$ cat src/dac_ctrl_pkg.sv
package dac_ctrl_pkg;

  // Register byte addresses
  localparam logic [7:0] ADDR_GENCFG  = 8'h00;
  localparam logic [7:0] ADDR_OUTCTL  = 8'h04;
  localparam logic [7:0] ADDR_CODE    = 8'h08;
  localparam logic [7:0] ADDR_ADIAG   = 8'h0C;
  localparam logic [7:0] ADDR_IRQSTAT = 8'h10;
  localparam logic [7:0] ADDR_IRQMASK = 8'h14;
  localparam logic [7:0] ADDR_CMD     = 8'h18;
  localparam logic [7:0] ADDR_STATUS  = 8'h1C;

  // general_config_one_reg fields
  localparam int GENCFG_PULLDOWN_BIT = 0;
  localparam int GENCFG_MODEM_BIT    = 1;
  // Output control fields
  localparam int OUTCTL_VOLT_BIT     = 0;
  localparam int OUTCTL_CURR_BIT     = 1;
  localparam int OUTCTL_BIPOLAR_BIT  = 2;
  // analog_diag_flags_reg fields, also irq bits 0 and 1
  localparam int DIAG_VSHORT_BIT     = 0;
  localparam int DIAG_IOPEN_BIT      = 1;
  localparam int IRQ_READY_BIT       = 2;
  localparam int IRQ_CALDONE_BIT     = 3;
  // Command fields
  localparam int CMD_SWRESET_BIT     = 0;
  localparam int CMD_CALREFRESH_BIT  = 1;
  // Status fields
  localparam int STATUS_INRESET_BIT  = 0;
  localparam int STATUS_QUIET_BIT    = 1;
  localparam int STATUS_CALBUSY_BIT  = 2;
  localparam int STATUS_CALDONE_BIT  = 3;

  // Reset values
  localparam logic [1:0]  GENCFG_RESET  = 2'h0;
  localparam logic [2:0]  OUTCTL_RESET  = 3'h0;
  localparam logic [15:0] CODE_RESET    = 16'h0000;
  localparam logic [1:0]  ADIAG_RESET   = 2'h0;
  localparam logic [3:0]  IRQ_RESET     = 4'h0;
  localparam logic [15:0] CODE_MIDSCALE = 16'h8000;

  // Timing
  localparam int CLK_FREQ_HZ     = 10_000_000;
  localparam int QUIET_TIME_US   = 100;
  localparam int CAL_WAIT_US     = 500;
  localparam int QUIET_CYCLES    = QUIET_TIME_US * (CLK_FREQ_HZ / 1_000_000);
  localparam int CAL_WAIT_CYCLES = CAL_WAIT_US * (CLK_FREQ_HZ / 1_000_000);

  typedef enum logic [1:0] {
    ST_HOLD    = 2'b00,
    ST_QUIET   = 2'b01,
    ST_RUN     = 2'b10,
    ST_CALWAIT = 2'b11
  } seq_state_t;

endpackage

$ cat src/pin_sync3.sv
`timescale 1ns/1ps
`default_nettype none

module pin_sync3 #(
  parameter int WIDTH = 6
) (
  input  wire logic             clk_sys,
  input  wire logic             reset,
  input  wire logic [WIDTH-1:0] pinIn,
  output var  logic [WIDTH-1:0] pinOut
);

  logic [WIDTH-1:0] stage1_reg;
  logic [WIDTH-1:0] stage2_reg;
  logic [WIDTH-1:0] stage3_reg;

  always_ff @(posedge clk_sys) begin
    if (reset) begin
      stage1_reg <= '0;
      stage2_reg <= '0;
      stage3_reg <= '0;
    end else begin
      stage1_reg <= pinIn;
      stage2_reg <= stage1_reg;
      stage3_reg <= stage2_reg;
    end
  end

  // A bit changes only once the last two stages agree
  always_ff @(posedge clk_sys) begin
    if (reset) begin
      pinOut <= '0;
    end else begin
      for (int i = 0; i < WIDTH; i++) begin
        if (stage2_reg[i] == stage3_reg[i]) begin
          pinOut[i] <= stage3_reg[i];
        end
      end
    end
  end

endmodule // pin_sync3

`default_nettype wire

$ cat src/dac_reset_and_fault_control.sv
`timescale 1ns/1ps
`default_nettype none

// Operation
// - Bipolar range reads the 16-bit code as offset binary, 0x8000 is zero.
// - After any reset both voltage and current outputs stay disabled.
// - Pull-down switch open after reset, closed only by its config bit.
// - Logic held in reset while regulator or analog supply is low.
// - Reset pin and software reset command both reset the device.
// - Voltage-mode short sets voltage_short_flag and pulls alarm low.
// - Current-mode open loop sets current_open_flag and pulls alarm low.
// - Modem input reaches the output only with its enable and output on.
// - Diag flags sticky, write one clears; alarm high when no fault left.
// - Only one of current or voltage output may be enabled.
module dac_reset_and_fault_control #(
  parameter int CAL_WAIT_CYCLES = dac_ctrl_pkg::CAL_WAIT_CYCLES
) (
  input  wire logic        clk_sys,
  input  wire logic        reset,
  input  wire logic        wbCyc,
  input  wire logic        wbStb,
  input  wire logic        wbWe,
  input  wire logic [7:0]  wbAdr,
  input  wire logic [3:0]  wbSel,
  input  wire logic [31:0] wbDatIn,
  output var  logic [31:0] wbDatOut,
  output var  logic        wbAck,
  input  wire logic        resetPin_n,
  input  wire logic        regulatorGood,
  input  wire logic        analogSupplyGood,
  input  wire logic        shortDetect,
  input  wire logic        openDetect,
  input  wire logic        modemCoupleInput,
  output var  logic        voltOutEnable,
  output var  logic        currOutEnable,
  output var  logic        pullDownClose,
  output var  logic        modemCoupleOut,
  output var  logic [15:0] dacLevel,
  output var  logic        alarm_n,
  output var  logic        deviceInReset,
  output var  logic        irq
);

  localparam logic [15:0] QUIET_LAST =
    16'(dac_ctrl_pkg::QUIET_CYCLES - 1);
  localparam logic [15:0] CAL_LAST = 16'(CAL_WAIT_CYCLES - 1);

  // Byte-lane merge of a write into a stored word
  function automatic logic [31:0] laneMerge(input logic [31:0] oldVal,
                                             input logic [31:0] newVal,
                                             input logic [3:0]  sel);
    logic [31:0] res;
    res = oldVal;
    for (int b = 0; b < 4; b++) begin
      if (sel[b]) begin
        res[8*b +: 8] = newVal[8*b +: 8];
      end
    end
    return res;
  endfunction

  // Offset binary to two's complement
  function automatic logic [15:0] offsetToSigned(input logic [15:0] code);
    return code ^ dac_ctrl_pkg::CODE_MIDSCALE;
  endfunction

  logic [5:0] pinSync;
  logic       syncPinN;
  logic       syncRegGood;
  logic       syncAvccGood;
  logic       syncShort;
  logic       syncOpen;
  logic       syncModem;

  pin_sync3 #(
    .WIDTH (6)
  ) u_pin_sync (
    .clk_sys (clk_sys),
    .reset   (reset),
    .pinIn   ({modemCoupleInput, openDetect, shortDetect,
               analogSupplyGood, regulatorGood, resetPin_n}),
    .pinOut  (pinSync)
  );

  assign syncPinN     = pinSync[0];
  assign syncRegGood  = pinSync[1];
  assign syncAvccGood = pinSync[2];
  assign syncShort    = pinSync[3];
  assign syncOpen     = pinSync[4];
  assign syncModem    = pinSync[5];

  dac_ctrl_pkg::seq_state_t stateReg;
  dac_ctrl_pkg::seq_state_t stateNext;
  logic [15:0] seqCntReg;
  logic [15:0] seqCntNext;
  logic        calDoneReg;
  logic        holdSource;
  logic        swResetPulse;
  logic        calCmdPulse;
  logic        clearAll;
  logic        accepting;
  logic        busReq;
  logic        wrAccess;
  logic        rdAccess;
  logic [1:0]  genCfgReg;
  logic [2:0]  outCtlReg;
  logic [15:0] codeReg;
  logic [1:0]  diagReg;
  logic [1:0]  diagNext;
  logic [3:0]  irqStatReg;
  logic [3:0]  irqMaskReg;
  logic [3:0]  irqEvents;
  logic [31:0] rdData;
  logic [31:0] wrMerged;
  logic [31:0] codeMerged;
  logic [31:0] maskMerged;
  logic        setShort;
  logic        setOpen;

  assign busReq   = wbCyc && wbStb && !wbAck;
  assign wrAccess = busReq && wbWe;
  assign rdAccess = busReq && !wbWe;
  assign wrMerged = laneMerge(32'h0000_0000, wbDatIn, wbSel);
  // Slices are taken on nets; a select on a call result is not portable
  assign codeMerged = laneMerge({16'h0000, codeReg}, wbDatIn, wbSel);
  assign maskMerged = laneMerge({28'h0000000, irqMaskReg}, wbDatIn, wbSel);

  assign holdSource = !syncPinN || !syncRegGood || !syncAvccGood;
  assign swResetPulse = wrAccess && (wbAdr == dac_ctrl_pkg::ADDR_CMD) &&
                        wrMerged[dac_ctrl_pkg::CMD_SWRESET_BIT] && accepting;
  assign calCmdPulse = wrAccess && (wbAdr == dac_ctrl_pkg::ADDR_CMD) &&
                       wrMerged[dac_ctrl_pkg::CMD_CALREFRESH_BIT] &&
                       accepting && !swResetPulse;
  // every reset source clears device state
  assign clearAll = reset || (stateReg == dac_ctrl_pkg::ST_HOLD);
  // commands only outside hold and quiet window
  assign accepting = (stateReg == dac_ctrl_pkg::ST_RUN) ||
                     (stateReg == dac_ctrl_pkg::ST_CALWAIT);

  // Reset sequencer
  always_comb begin
    stateNext  = stateReg;
    seqCntNext = seqCntReg;
    case (stateReg)
      dac_ctrl_pkg::ST_HOLD: begin
        seqCntNext = 16'h0000;
        if (!holdSource) begin
          stateNext = dac_ctrl_pkg::ST_QUIET;
        end
      end
      dac_ctrl_pkg::ST_QUIET: begin
        // quiet window after a reset event
        seqCntNext = seqCntReg + 16'h0001;
        if (seqCntReg == QUIET_LAST) begin
          stateNext  = dac_ctrl_pkg::ST_RUN;
          seqCntNext = 16'h0000;
        end
      end
      dac_ctrl_pkg::ST_RUN: begin
        seqCntNext = 16'h0000;
        if (calCmdPulse) begin
          stateNext = dac_ctrl_pkg::ST_CALWAIT;
        end
      end
      dac_ctrl_pkg::ST_CALWAIT: begin
        seqCntNext = seqCntReg + 16'h0001;
        if (calCmdPulse) begin
          seqCntNext = 16'h0000;
        end else if (seqCntReg == CAL_LAST) begin
          stateNext  = dac_ctrl_pkg::ST_RUN;
          seqCntNext = 16'h0000;
        end
      end
      default: begin
        stateNext  = dac_ctrl_pkg::ST_HOLD;
        seqCntNext = 16'h0000;
      end
    endcase
    if (holdSource || swResetPulse) begin
      stateNext  = dac_ctrl_pkg::ST_HOLD;
      seqCntNext = 16'h0000;
    end
  end

  always_ff @(posedge clk_sys) begin
    if (reset) begin
      stateReg  <= dac_ctrl_pkg::ST_HOLD;
      seqCntReg <= 16'h0000;
    end else begin
      stateReg  <= stateNext;
      seqCntReg <= seqCntNext;
    end
  end

  always_ff @(posedge clk_sys) begin
    if (clearAll) begin
      calDoneReg <= 1'b0;
    end else if (stateReg == dac_ctrl_pkg::ST_CALWAIT &&
                 stateNext == dac_ctrl_pkg::ST_RUN) begin
      calDoneReg <= 1'b1;
    end
  end

  // Configuration registers
  always_ff @(posedge clk_sys) begin
    // switch open and config cleared on reset
    if (clearAll) begin
      genCfgReg <= dac_ctrl_pkg::GENCFG_RESET;
    end else if (wrAccess && accepting &&
                 wbAdr == dac_ctrl_pkg::ADDR_GENCFG) begin
      genCfgReg <= wrMerged[1:0];
    end
  end

  always_ff @(posedge clk_sys) begin
    if (clearAll) begin
      outCtlReg <= dac_ctrl_pkg::OUTCTL_RESET;
    end else if (wrAccess && accepting &&
                 wbAdr == dac_ctrl_pkg::ADDR_OUTCTL && wbSel[0]) begin
      outCtlReg[dac_ctrl_pkg::OUTCTL_BIPOLAR_BIT] <=
        wbDatIn[dac_ctrl_pkg::OUTCTL_BIPOLAR_BIT];
      // both enables at once is refused
      if (!(wbDatIn[dac_ctrl_pkg::OUTCTL_VOLT_BIT] &&
            wbDatIn[dac_ctrl_pkg::OUTCTL_CURR_BIT])) begin
        outCtlReg[1:0] <= wbDatIn[1:0];
      end
    end
  end

  always_ff @(posedge clk_sys) begin
    if (clearAll) begin
      codeReg <= dac_ctrl_pkg::CODE_RESET;
    end else if (wrAccess && accepting &&
                 wbAdr == dac_ctrl_pkg::ADDR_CODE) begin
      codeReg <= codeMerged[15:0];
    end
  end

  assign setShort = syncShort && outCtlReg[dac_ctrl_pkg::OUTCTL_VOLT_BIT];
  assign setOpen  = syncOpen && outCtlReg[dac_ctrl_pkg::OUTCTL_CURR_BIT];

  always_comb begin
    diagNext = diagReg;
    // write one clears that bit alone
    if (wrAccess && accepting && wbAdr == dac_ctrl_pkg::ADDR_ADIAG &&
        wbSel[0]) begin
      diagNext = diagReg & ~wbDatIn[1:0];
    end
    // Set wins over a clear in the same cycle
    if (setShort) begin
      diagNext[dac_ctrl_pkg::DIAG_VSHORT_BIT] = 1'b1;
    end
    if (setOpen) begin
      diagNext[dac_ctrl_pkg::DIAG_IOPEN_BIT] = 1'b1;
    end
  end

  always_ff @(posedge clk_sys) begin
    // flags cleared on every reset source
    if (clearAll) begin
      diagReg <= dac_ctrl_pkg::ADIAG_RESET;
      alarm_n <= 1'b1;
    end else begin
      diagReg <= diagNext;
      // alarm released only with no fault left
      alarm_n <= !((|diagNext) || setShort || setOpen);
    end
  end

  // Outputs toward the analog side
  always_ff @(posedge clk_sys) begin
    if (clearAll) begin
      voltOutEnable  <= 1'b0;
      currOutEnable  <= 1'b0;
      pullDownClose  <= 1'b0;
      modemCoupleOut <= 1'b0;
      dacLevel       <= 16'h0000;
    end else begin
      voltOutEnable <= outCtlReg[dac_ctrl_pkg::OUTCTL_VOLT_BIT];
      currOutEnable <= outCtlReg[dac_ctrl_pkg::OUTCTL_CURR_BIT];
      pullDownClose <= genCfgReg[dac_ctrl_pkg::GENCFG_PULLDOWN_BIT];
      // modem coupling gated by enable and output
      modemCoupleOut <= syncModem &&
                        genCfgReg[dac_ctrl_pkg::GENCFG_MODEM_BIT] &&
                        outCtlReg[dac_ctrl_pkg::OUTCTL_CURR_BIT];
      dacLevel <= outCtlReg[dac_ctrl_pkg::OUTCTL_BIPOLAR_BIT] ?
                  offsetToSigned(codeReg) : codeReg;
    end
  end

  always_ff @(posedge clk_sys) begin
    if (reset) begin
      deviceInReset <= 1'b1;
    end else begin
      deviceInReset <= (stateNext == dac_ctrl_pkg::ST_HOLD);
    end
  end

  // Interrupts: events only on a new flag or sequencer milestone
  assign irqEvents = {
    calDoneReg == 1'b0 && stateReg == dac_ctrl_pkg::ST_CALWAIT &&
      stateNext == dac_ctrl_pkg::ST_RUN,
    stateReg == dac_ctrl_pkg::ST_QUIET && stateNext == dac_ctrl_pkg::ST_RUN,
    setOpen && !diagReg[dac_ctrl_pkg::DIAG_IOPEN_BIT],
    setShort && !diagReg[dac_ctrl_pkg::DIAG_VSHORT_BIT]
  };

  always_ff @(posedge clk_sys) begin
    if (reset) begin
      irqStatReg <= dac_ctrl_pkg::IRQ_RESET;
    end else if (rdAccess && wbAdr == dac_ctrl_pkg::ADDR_IRQSTAT) begin
      // Read clears, but an event in the same cycle survives
      irqStatReg <= irqEvents;
    end else begin
      irqStatReg <= irqStatReg | irqEvents;
    end
  end

  // Mask lives on the bus side so it survives device resets
  always_ff @(posedge clk_sys) begin
    if (reset) begin
      irqMaskReg <= dac_ctrl_pkg::IRQ_RESET;
    end else if (wrAccess && wbAdr == dac_ctrl_pkg::ADDR_IRQMASK) begin
      irqMaskReg <= maskMerged[3:0];
    end
  end

  always_ff @(posedge clk_sys) begin
    if (reset) begin
      irq <= 1'b0;
    end else begin
      irq <= |(irqStatReg & irqMaskReg);
    end
  end

  // Register read mux
  always_comb begin
    rdData = 32'h0000_0000;
    case (wbAdr)
      dac_ctrl_pkg::ADDR_GENCFG:  rdData[1:0]  = genCfgReg;
      dac_ctrl_pkg::ADDR_OUTCTL:  rdData[2:0]  = outCtlReg;
      dac_ctrl_pkg::ADDR_CODE:    rdData[15:0] = codeReg;
      dac_ctrl_pkg::ADDR_ADIAG:   rdData[1:0]  = diagReg;
      dac_ctrl_pkg::ADDR_IRQSTAT: rdData[3:0]  = irqStatReg;
      dac_ctrl_pkg::ADDR_IRQMASK: rdData[3:0]  = irqMaskReg;
      dac_ctrl_pkg::ADDR_STATUS: begin
        rdData[dac_ctrl_pkg::STATUS_INRESET_BIT] =
          (stateReg == dac_ctrl_pkg::ST_HOLD);
        rdData[dac_ctrl_pkg::STATUS_QUIET_BIT] =
          (stateReg == dac_ctrl_pkg::ST_QUIET);
        rdData[dac_ctrl_pkg::STATUS_CALBUSY_BIT] =
          (stateReg == dac_ctrl_pkg::ST_CALWAIT);
        rdData[dac_ctrl_pkg::STATUS_CALDONE_BIT] = calDoneReg;
      end
      default: rdData = 32'h0000_0000;
    endcase
  end

  // Classic Wishbone: one wait state, ack for one cycle
  always_ff @(posedge clk_sys) begin
    if (reset) begin
      wbAck    <= 1'b0;
      wbDatOut <= 32'h0000_0000;
    end else begin
      wbAck <= busReq;
      if (rdAccess) begin
        wbDatOut <= rdData;
      end
    end
  end
endmodule // dac_reset_and_fault_control

`default_nettype wire

$ cat config.mk
export PLATFORM = sky130hd
export DESIGN_NAME = dac_reset_and_fault_control
export DESIGN_NICKNAME = d
export VERILOG_FILES = /design/src/dac_ctrl_pkg.sv /design/src/pin_sync3.sv /design/src/dac_reset_and_fault_control.sv
export SDC_FILE = /design/constraint.sdc
export NUM_CORES = 1
export LEC_CHECK = 0
export BUFFER_PORTS_ARGS = -buffer_cell sky130_fd_sc_hd__buf_2
export CORE_ASPECT_RATIO = 1.5
export CORE_UTILIZATION = 51
export DETAILED_ROUTE_END_ITERATION = 10
export PLACE_DENSITY = 0.81
export SYNTH_ARGS = -nofsm -noshare
export SYNTH_HDL_FRONTEND = slang
export SYNTH_SLANG_ARGS = --single-unit
$ cat constraint.sdc
create_clock -name clk_sys -period 4 [get_ports clk_sys]
set_clock_uncertainty 0.15 [all_clocks]
set_input_delay 0 -clock clk_sys [delete_from_list [all_inputs] [get_ports clk_sys]]
set_output_delay 0 -clock clk_sys [all_outputs]
set_load 0.05 [all_outputs]
==> results of run 1 <==
[cells by family (layout without fill, tap and decap cells)]
kind of cell | count (synthesis) | in the layout | share of synthesized area, %
and+or+nand+nor | 215 | 215 | 25.19
buffers and inverters | 42 | 155 | 5.280
DFF | 114 | 114 | 52.34
xor gates and xnor gates | 15 | 15 | 3.013
muxes | 12 | 12 | 3.156
AOI/OAI and AO/OA | 75 | 75 | 10.65
other | 1 | 16 | 0.08600
adders and majority gates | 1 | 1 | 0.2869
[final timing paths]
path	startpoint	end	slack, ps
max	seqCntReg[0]	seqCntReg[2]	1500
min	wbAdr[4]	wbDatOut[2]	20
max reg2reg	seqCntReg[0]	seqCntReg[2]	1500
min reg2reg	u_pin_sync.stage1_reg[3]	u_pin_sync.stage2_reg[3]	280
[repair_timing]
| item | in CTS | in global routing |
|---|---|---|
| endpoints found under the hold margin | 56 | 0 |
| endpoints found under the setup margin | 0 | 0 |
| hold buffers | 41 | 0 |
[metal layers]
metal / up-vias / wire (µm)
met2: 142 / 5559
met3: 38 / 499
met1: 1761 / 3862
li1: 1820 / -
met5: - / 0
met4: 0 / 440
[metrics by stage]
stage                     hold WS [ps]  utilization [%]
after floorplan                 -21.82                -
after global placement           60.56            56.70
after detailed placement         62.90            56.70
after CTS                        18.20            68.43
after global routing             57.65            68.43
final                            22.05            68.43
[power by group through the flow]
stage          clock (mW)  sequential, mW  combinational (mW)
6_report             1.44            1.15               0.125
5_1_grt              1.51            1.15               0.132
4_1_cts              1.45            1.15               0.122
3_5_place_dp            0            1.17              0.0925
3_3_place_gp            0            1.17              0.0922
2_1_floorplan           0            1.17              0.0740
[critical path: cells and delay by family, from the launching register on]
| kind | cells | cell delay (ps) |
|---|---|---|
| adder cells (fa/ha/maj) | 1 | 240 |
| flip-flops | 1 | 370 |
| AND/OR/NAND/NOR | 4 | 1290 |
| AO/OA/AOI/OAI | 1 | 340 |
[final cells by class]
| cell class | instances | area (µm²) |
|---|---|---|
| sequential | 114 | 2282 |
| tap | 107 | 133.9 |
| inverter | 4 | 15.01 |
| multi-input combinational | 334 | 1907 |
| clock inverter | 10 | 110.1 |
| clock buffer | 21 | 460.4 |
| timing repair buffer | 120 | 813.3 |
| fill | 618 | 2640 |
[cell usage in the layout, fill, tap and decap left out, drive strengths merged, types with 5 or more instances in the layout]
cell and instances:
o21ai 28, a21oi 18, and2 23, and3 7, buf 79, conb 16, nand3 13, xor2 10
a22oi 16, mux2i 7, xnor2 5, nor2 56, nor2b 22, clkbuf 21, dlygate4sd3 41, nand2 57
dfxtp 114, nand4 8
==> metrics.cfg, run 1 <==
[logic_synthesis]
synth_top_area_share_pct = 52.34
yosysTopAreaCell = dfxtp_1
synth.most_common_cell = dfxtp_1
yosys_warnings = 0
synth_area_leaders = dfxtp_1 52%, nand2_1 4.9%, nor2_1 4.8%, and2_1 3.3%, nor2b_1 3.2%
synthTopCellsByCount = 114 x dfxtp_1, 57 x nand2_1, 56 x nor2_1
synth.distinct_cells = 54
ys.flop_type = dfxtp_1
yosysSeqAreaShare_pct = 52.34
yosys_register_bits = 114
netlist_instances = 475
synth_edf_count = 0
syn_area_um2 = 4360
synthArstFlopShare_pct = 0
syn_avg_cell_area_um2 = 9.180

[worst_setup_path]
r2r_cells = 6
arrival_ps = 2640
crit_chain = ha_1 -> or4bb_1 -> or4_4 -> nand4_1 -> o32a_2 -> nor2_1
worstSetupEndpointType = register
slowest_stage = or4_4
criticalPathCategory = register to register
cp_slowest_stage_delay_ps = 550
required_ps = 4140
start_kind = register
worstPathMaxFanout = 16

[die]
coreArea_um2 = 8362
die-area_um2 = 8931
start_util_pct = 52.15
std_cell_rows = 41
die_width_um = 77.50
io_pins = 111
fp.dieH_um = 115.2

[cells_and_area]
final_cell_area_um2 = 5722
finalNonFillerCells = 710
antenna-diode-count = 0
drive_above_1_share_pct = 20.56
area_growth_syn_to_layout_pct = 31.22
fin_nets = 647

[routing]
postRouteAntennaNets = 0
vias = 3761
vias_per_cell = 5.297
drc = 0
drt_pass1_iterations = 5
detail_route.wl_per_cell_um = 14.59
drtIter0Drc = 319
drt_wl_total_um = 10360

[grt]
use_met3_pct = 6.667
grt_max_degree = 31
grt-ovfl-total = 0
grt_pass1_wl_um = 17150
grt_pass1_vias = 3654
met2_usage_pct = 46.49
use_met1_pct = 24.60
antenna_found_initial = 0
grt_use_total_pct = 25.14
busiest_layer = met2

[sta]
fmax_ghz = 0.3998
setup_viol = 0
max_slew_margin_pct = 48.78
worst_pin_slew_ps = 767.5
fin_crit_sh_pct = 62.53
period_minus_slack_ps = 2501
fin_ws_ps = 1499
final_hold_viol_count = 0
rsz0062_at_grt = false
drv_slew = 0
tns_ps = 0

[job]
max_cap_viol_count = 0

[power]
p_per_area_nw_per_um2 = 474.4
p_total_mw = 2.715
p_leak_nw = 2.262
p_switching_mw = 0.5825
vdd_drop_max_mv = 0.4068
pwr-share-clk_pct = 53.1
seq_power_share_pct = 42.3
swShare_pct = 21.46
combPwrFrac_pct = 4.6
p_int_mw = 2.132

[place]
dp_hpwl_um = 6424
portBuffers = 76
routabilityCongestion = 0.8806
dp_slack_ps = 1474
dpl.cell_count = 638
placed_cell_area_um2 = 4741

[status]
run_status = completed

[clock_network]
root_buffer = clkbuf_16
clk_pin_slew_worst_paths_ps = 50
cts-buffers-inserted = 17
cts_max_level = 4
postCtsSetupRepairBufs = 0
tritoncts = yes
clock_sinks = 114
insertion_delay_ps = 410
postCtsResizedCells = 0
clockBufferDepth = 2

[worst_hold_path]
min_path_cells = 4
hold_class = input pin to register

(Power assumes the default switching activity.)
==> run 2: changes to the inputs <==
--- a/config.mk
+++ b/config.mk
@@ -7,9 +7,9 @@
 export LEC_CHECK = 0
 export BUFFER_PORTS_ARGS = -buffer_cell sky130_fd_sc_hd__buf_2
 export CORE_ASPECT_RATIO = 1.5
-export CORE_UTILIZATION = 51
+export CORE_UTILIZATION = 47
 export DETAILED_ROUTE_END_ITERATION = 10
-export PLACE_DENSITY = 0.81
+export PLACE_DENSITY = 0.79
 export SYNTH_ARGS = -nofsm -noshare
 export SYNTH_HDL_FRONTEND = slang
 export SYNTH_SLANG_ARGS = --single-unit
==> constraint.sdc (replaced) <==
create_clock -name clk_sys -period 2.05 [get_ports clk_sys]
set_clock_uncertainty 0.15 [all_clocks]
set_input_delay 0 -clock clk_sys [delete_from_list [all_inputs] [get_ports clk_sys]]
set_output_delay 0 -clock clk_sys [all_outputs]
set_load 0.05 [all_outputs]
==> metrics.cfg, run 2 (synthesis gave the netlist of run 1 again) <==
[clock_network]
root_buffer = clkbuf_16
insertion_delay_ps = 410
clk_pin_slew_worst_paths_ps = 50
tritoncts = yes
clockBufferDepth = 2
clock_sinks = 114
cts-buffers-inserted = 17
cts_max_level = 4

[routing]
drc = 0
met3_length_um = 661
vias = 4073
postRouteAntennaNets = 0
drtIter0Drc = 245
detail_route.wl_per_cell_um = 15.04
highest_layer = met4
drt_wl_total_um = 11390
m1WireLength_um = 4254
drt_pass1_iterations = 5
vias_per_cell = 5.380
dr_wl_met2_um = 5955

[power]
p_per_area_nw_per_um2 = 914.8
vdd_drop_max_mv = 0.6799
p_total_mw = 5.706
p_leak_nw = 2.531

[sta]
period_minus_slack_ps = 2155
setup_viol = 19
final_hold_viol_count = 0
drv_slew = 0
fin_crit_sh_pct = 105.1
fmax_ghz = 0.4640
rsz0062_at_grt = true
fin_ws_ps = -105.4

[grt]
grt_use_total_pct = 24.41
grt_max_degree = 28
grt_pass1_vias = 4033
antenna_found_initial = 0
grt_pass1_wl_um = 17840
grt-ovfl-total = 0

[worst_setup_path]
required_ps = 2190
start_kind = register
r2r-start = seqCntReg[13]
r2r_cells = 5
r2r_slack_ps = -110
criticalPathCategory = register to register
startpoint = seqCntReg[13]
arrival_ps = 2300
worstSetupEndpointType = register
timing.rr.end = seqCntReg[6]
worstPathMaxFanout = 8
cp-endpoint = seqCntReg[6]

[cells_and_area]
mostFrequentLayoutCells = 108 x dfxtp_1, 75 x buf_2, 57 x nand2_1
fin_nets = 691
final_util_pct = 69.82
drive_above_1_share_pct = 27.05
antenna-diode-count = 0
final_common_cell = dfxtp_1
area_growth_syn_to_layout_pct = 43.04
final_cell_area_um2 = 6237
fillers = 627
multi_input_area_um2 = 1986
seqCellArea_um2 = 2290

[die]
coreArea_um2 = 8934
die-area_um2 = 9675
io_pins = 111
start_util_pct = 48.81
fp.dieH_um = 120.0
std_cell_rows = 42
die_width_um = 80.65

[place]
dp_slack_ps = -89.26
dp_hpwl_um = 6959
portBuffers = 76
routabilityCongestion = 0.9090
placed_cell_area_um2 = 5006

[status]
run_status = complete, but fails checks
violations = setup timing

[worst_hold_path]
hold_class = input pin to register

[job]
max_cap_viol_count = 0

==> run 2: changes by cell type in the layout (fill, tap and decap cells not counted), moves of 2 or more <==
cell / change
dfxtp_2: +6
clkinvlp_4: -2
dfxtp_1: -6
buf_4: +35
nor2_1: -4
nor2_2: +4
dlygate4sd3_1: +8
bufinv_16: +3
==> run 2: final cells by class <==
type | instances | area share, %
multi-input combinational | 335 | 31.84
inverter | 4 | 0.2407
clock inverter | 10 | 2.889
timing repair buffer | 163 | 18.58
tap | 110 | 2.207
sequential | 114 | 36.71
clock buffer | 21 | 7.543
==> run 2: report_power, final <==
part / switching [mW] / internal [mW]
logic: 0.154 / 0.109
registers: 0.00511 / 2.23
clock network: 0.968 / 2.24
==> run 2: routing by layer <==
| layer | GRT usage (%) | up-vias |
|---|---|---|
| li1 | - | 1921 |
| met1 | 22.97 | 1929 |
| met2 | 43.49 | 169 |
| met3 | 8.061 | 54 |
| met4 | 16.18 | 0 |
| met5 | 0 | - |
==> run 2: repair_timing <==
item,4_1_cts,5_1_grt
resized for setup,4,9
hold buffers,48,2
pin swaps,5,7
endpoints found under the hold margin,74,5
endpoints found under the setup margin,19,30
buffers inserted,2,1
gates cloned,0,1
==> run 2: through the flow <==
stage,TNS [ps],hold slack (ps),instances
3_3_place_gp,-556.5,64.39,673
6_report,-1701,35.92,757
4_1_cts,-1112,-171.2,754
3_5_place_dp,-1403,68.10,673
2_1_floorplan,-805.9,-21.82,490
5_1_grt,-2541,35.24,757
==> run 2: worst min-delay path by stage <==
stage | depth (start not counted) | to | startpoint
4_1_cts | 3 | irqMaskReg[0] | wbDatIn[0]
6_report | 4 | wbDatOut[1] | wbAdr[2]
5_1_grt | 4 | wbDatOut[1] | wbAdr[2]
3_3_place_gp | 2 | u_pin_sync.stage1_reg[1] | regulatorGood
2_1_floorplan | 1 | u_pin_sync.stage1_reg[0] | resetPin_n
3_5_place_dp | 2 | u_pin_sync.stage1_reg[2] | analogSupplyGood
==> run 2: critical path, stage by stage (launching register included) <==
cell and delay [ps]:
dfxtp_2 320, or4b_4 530, or4_4 540, nand4_1 170, o32a_4 270, nor2_1 50
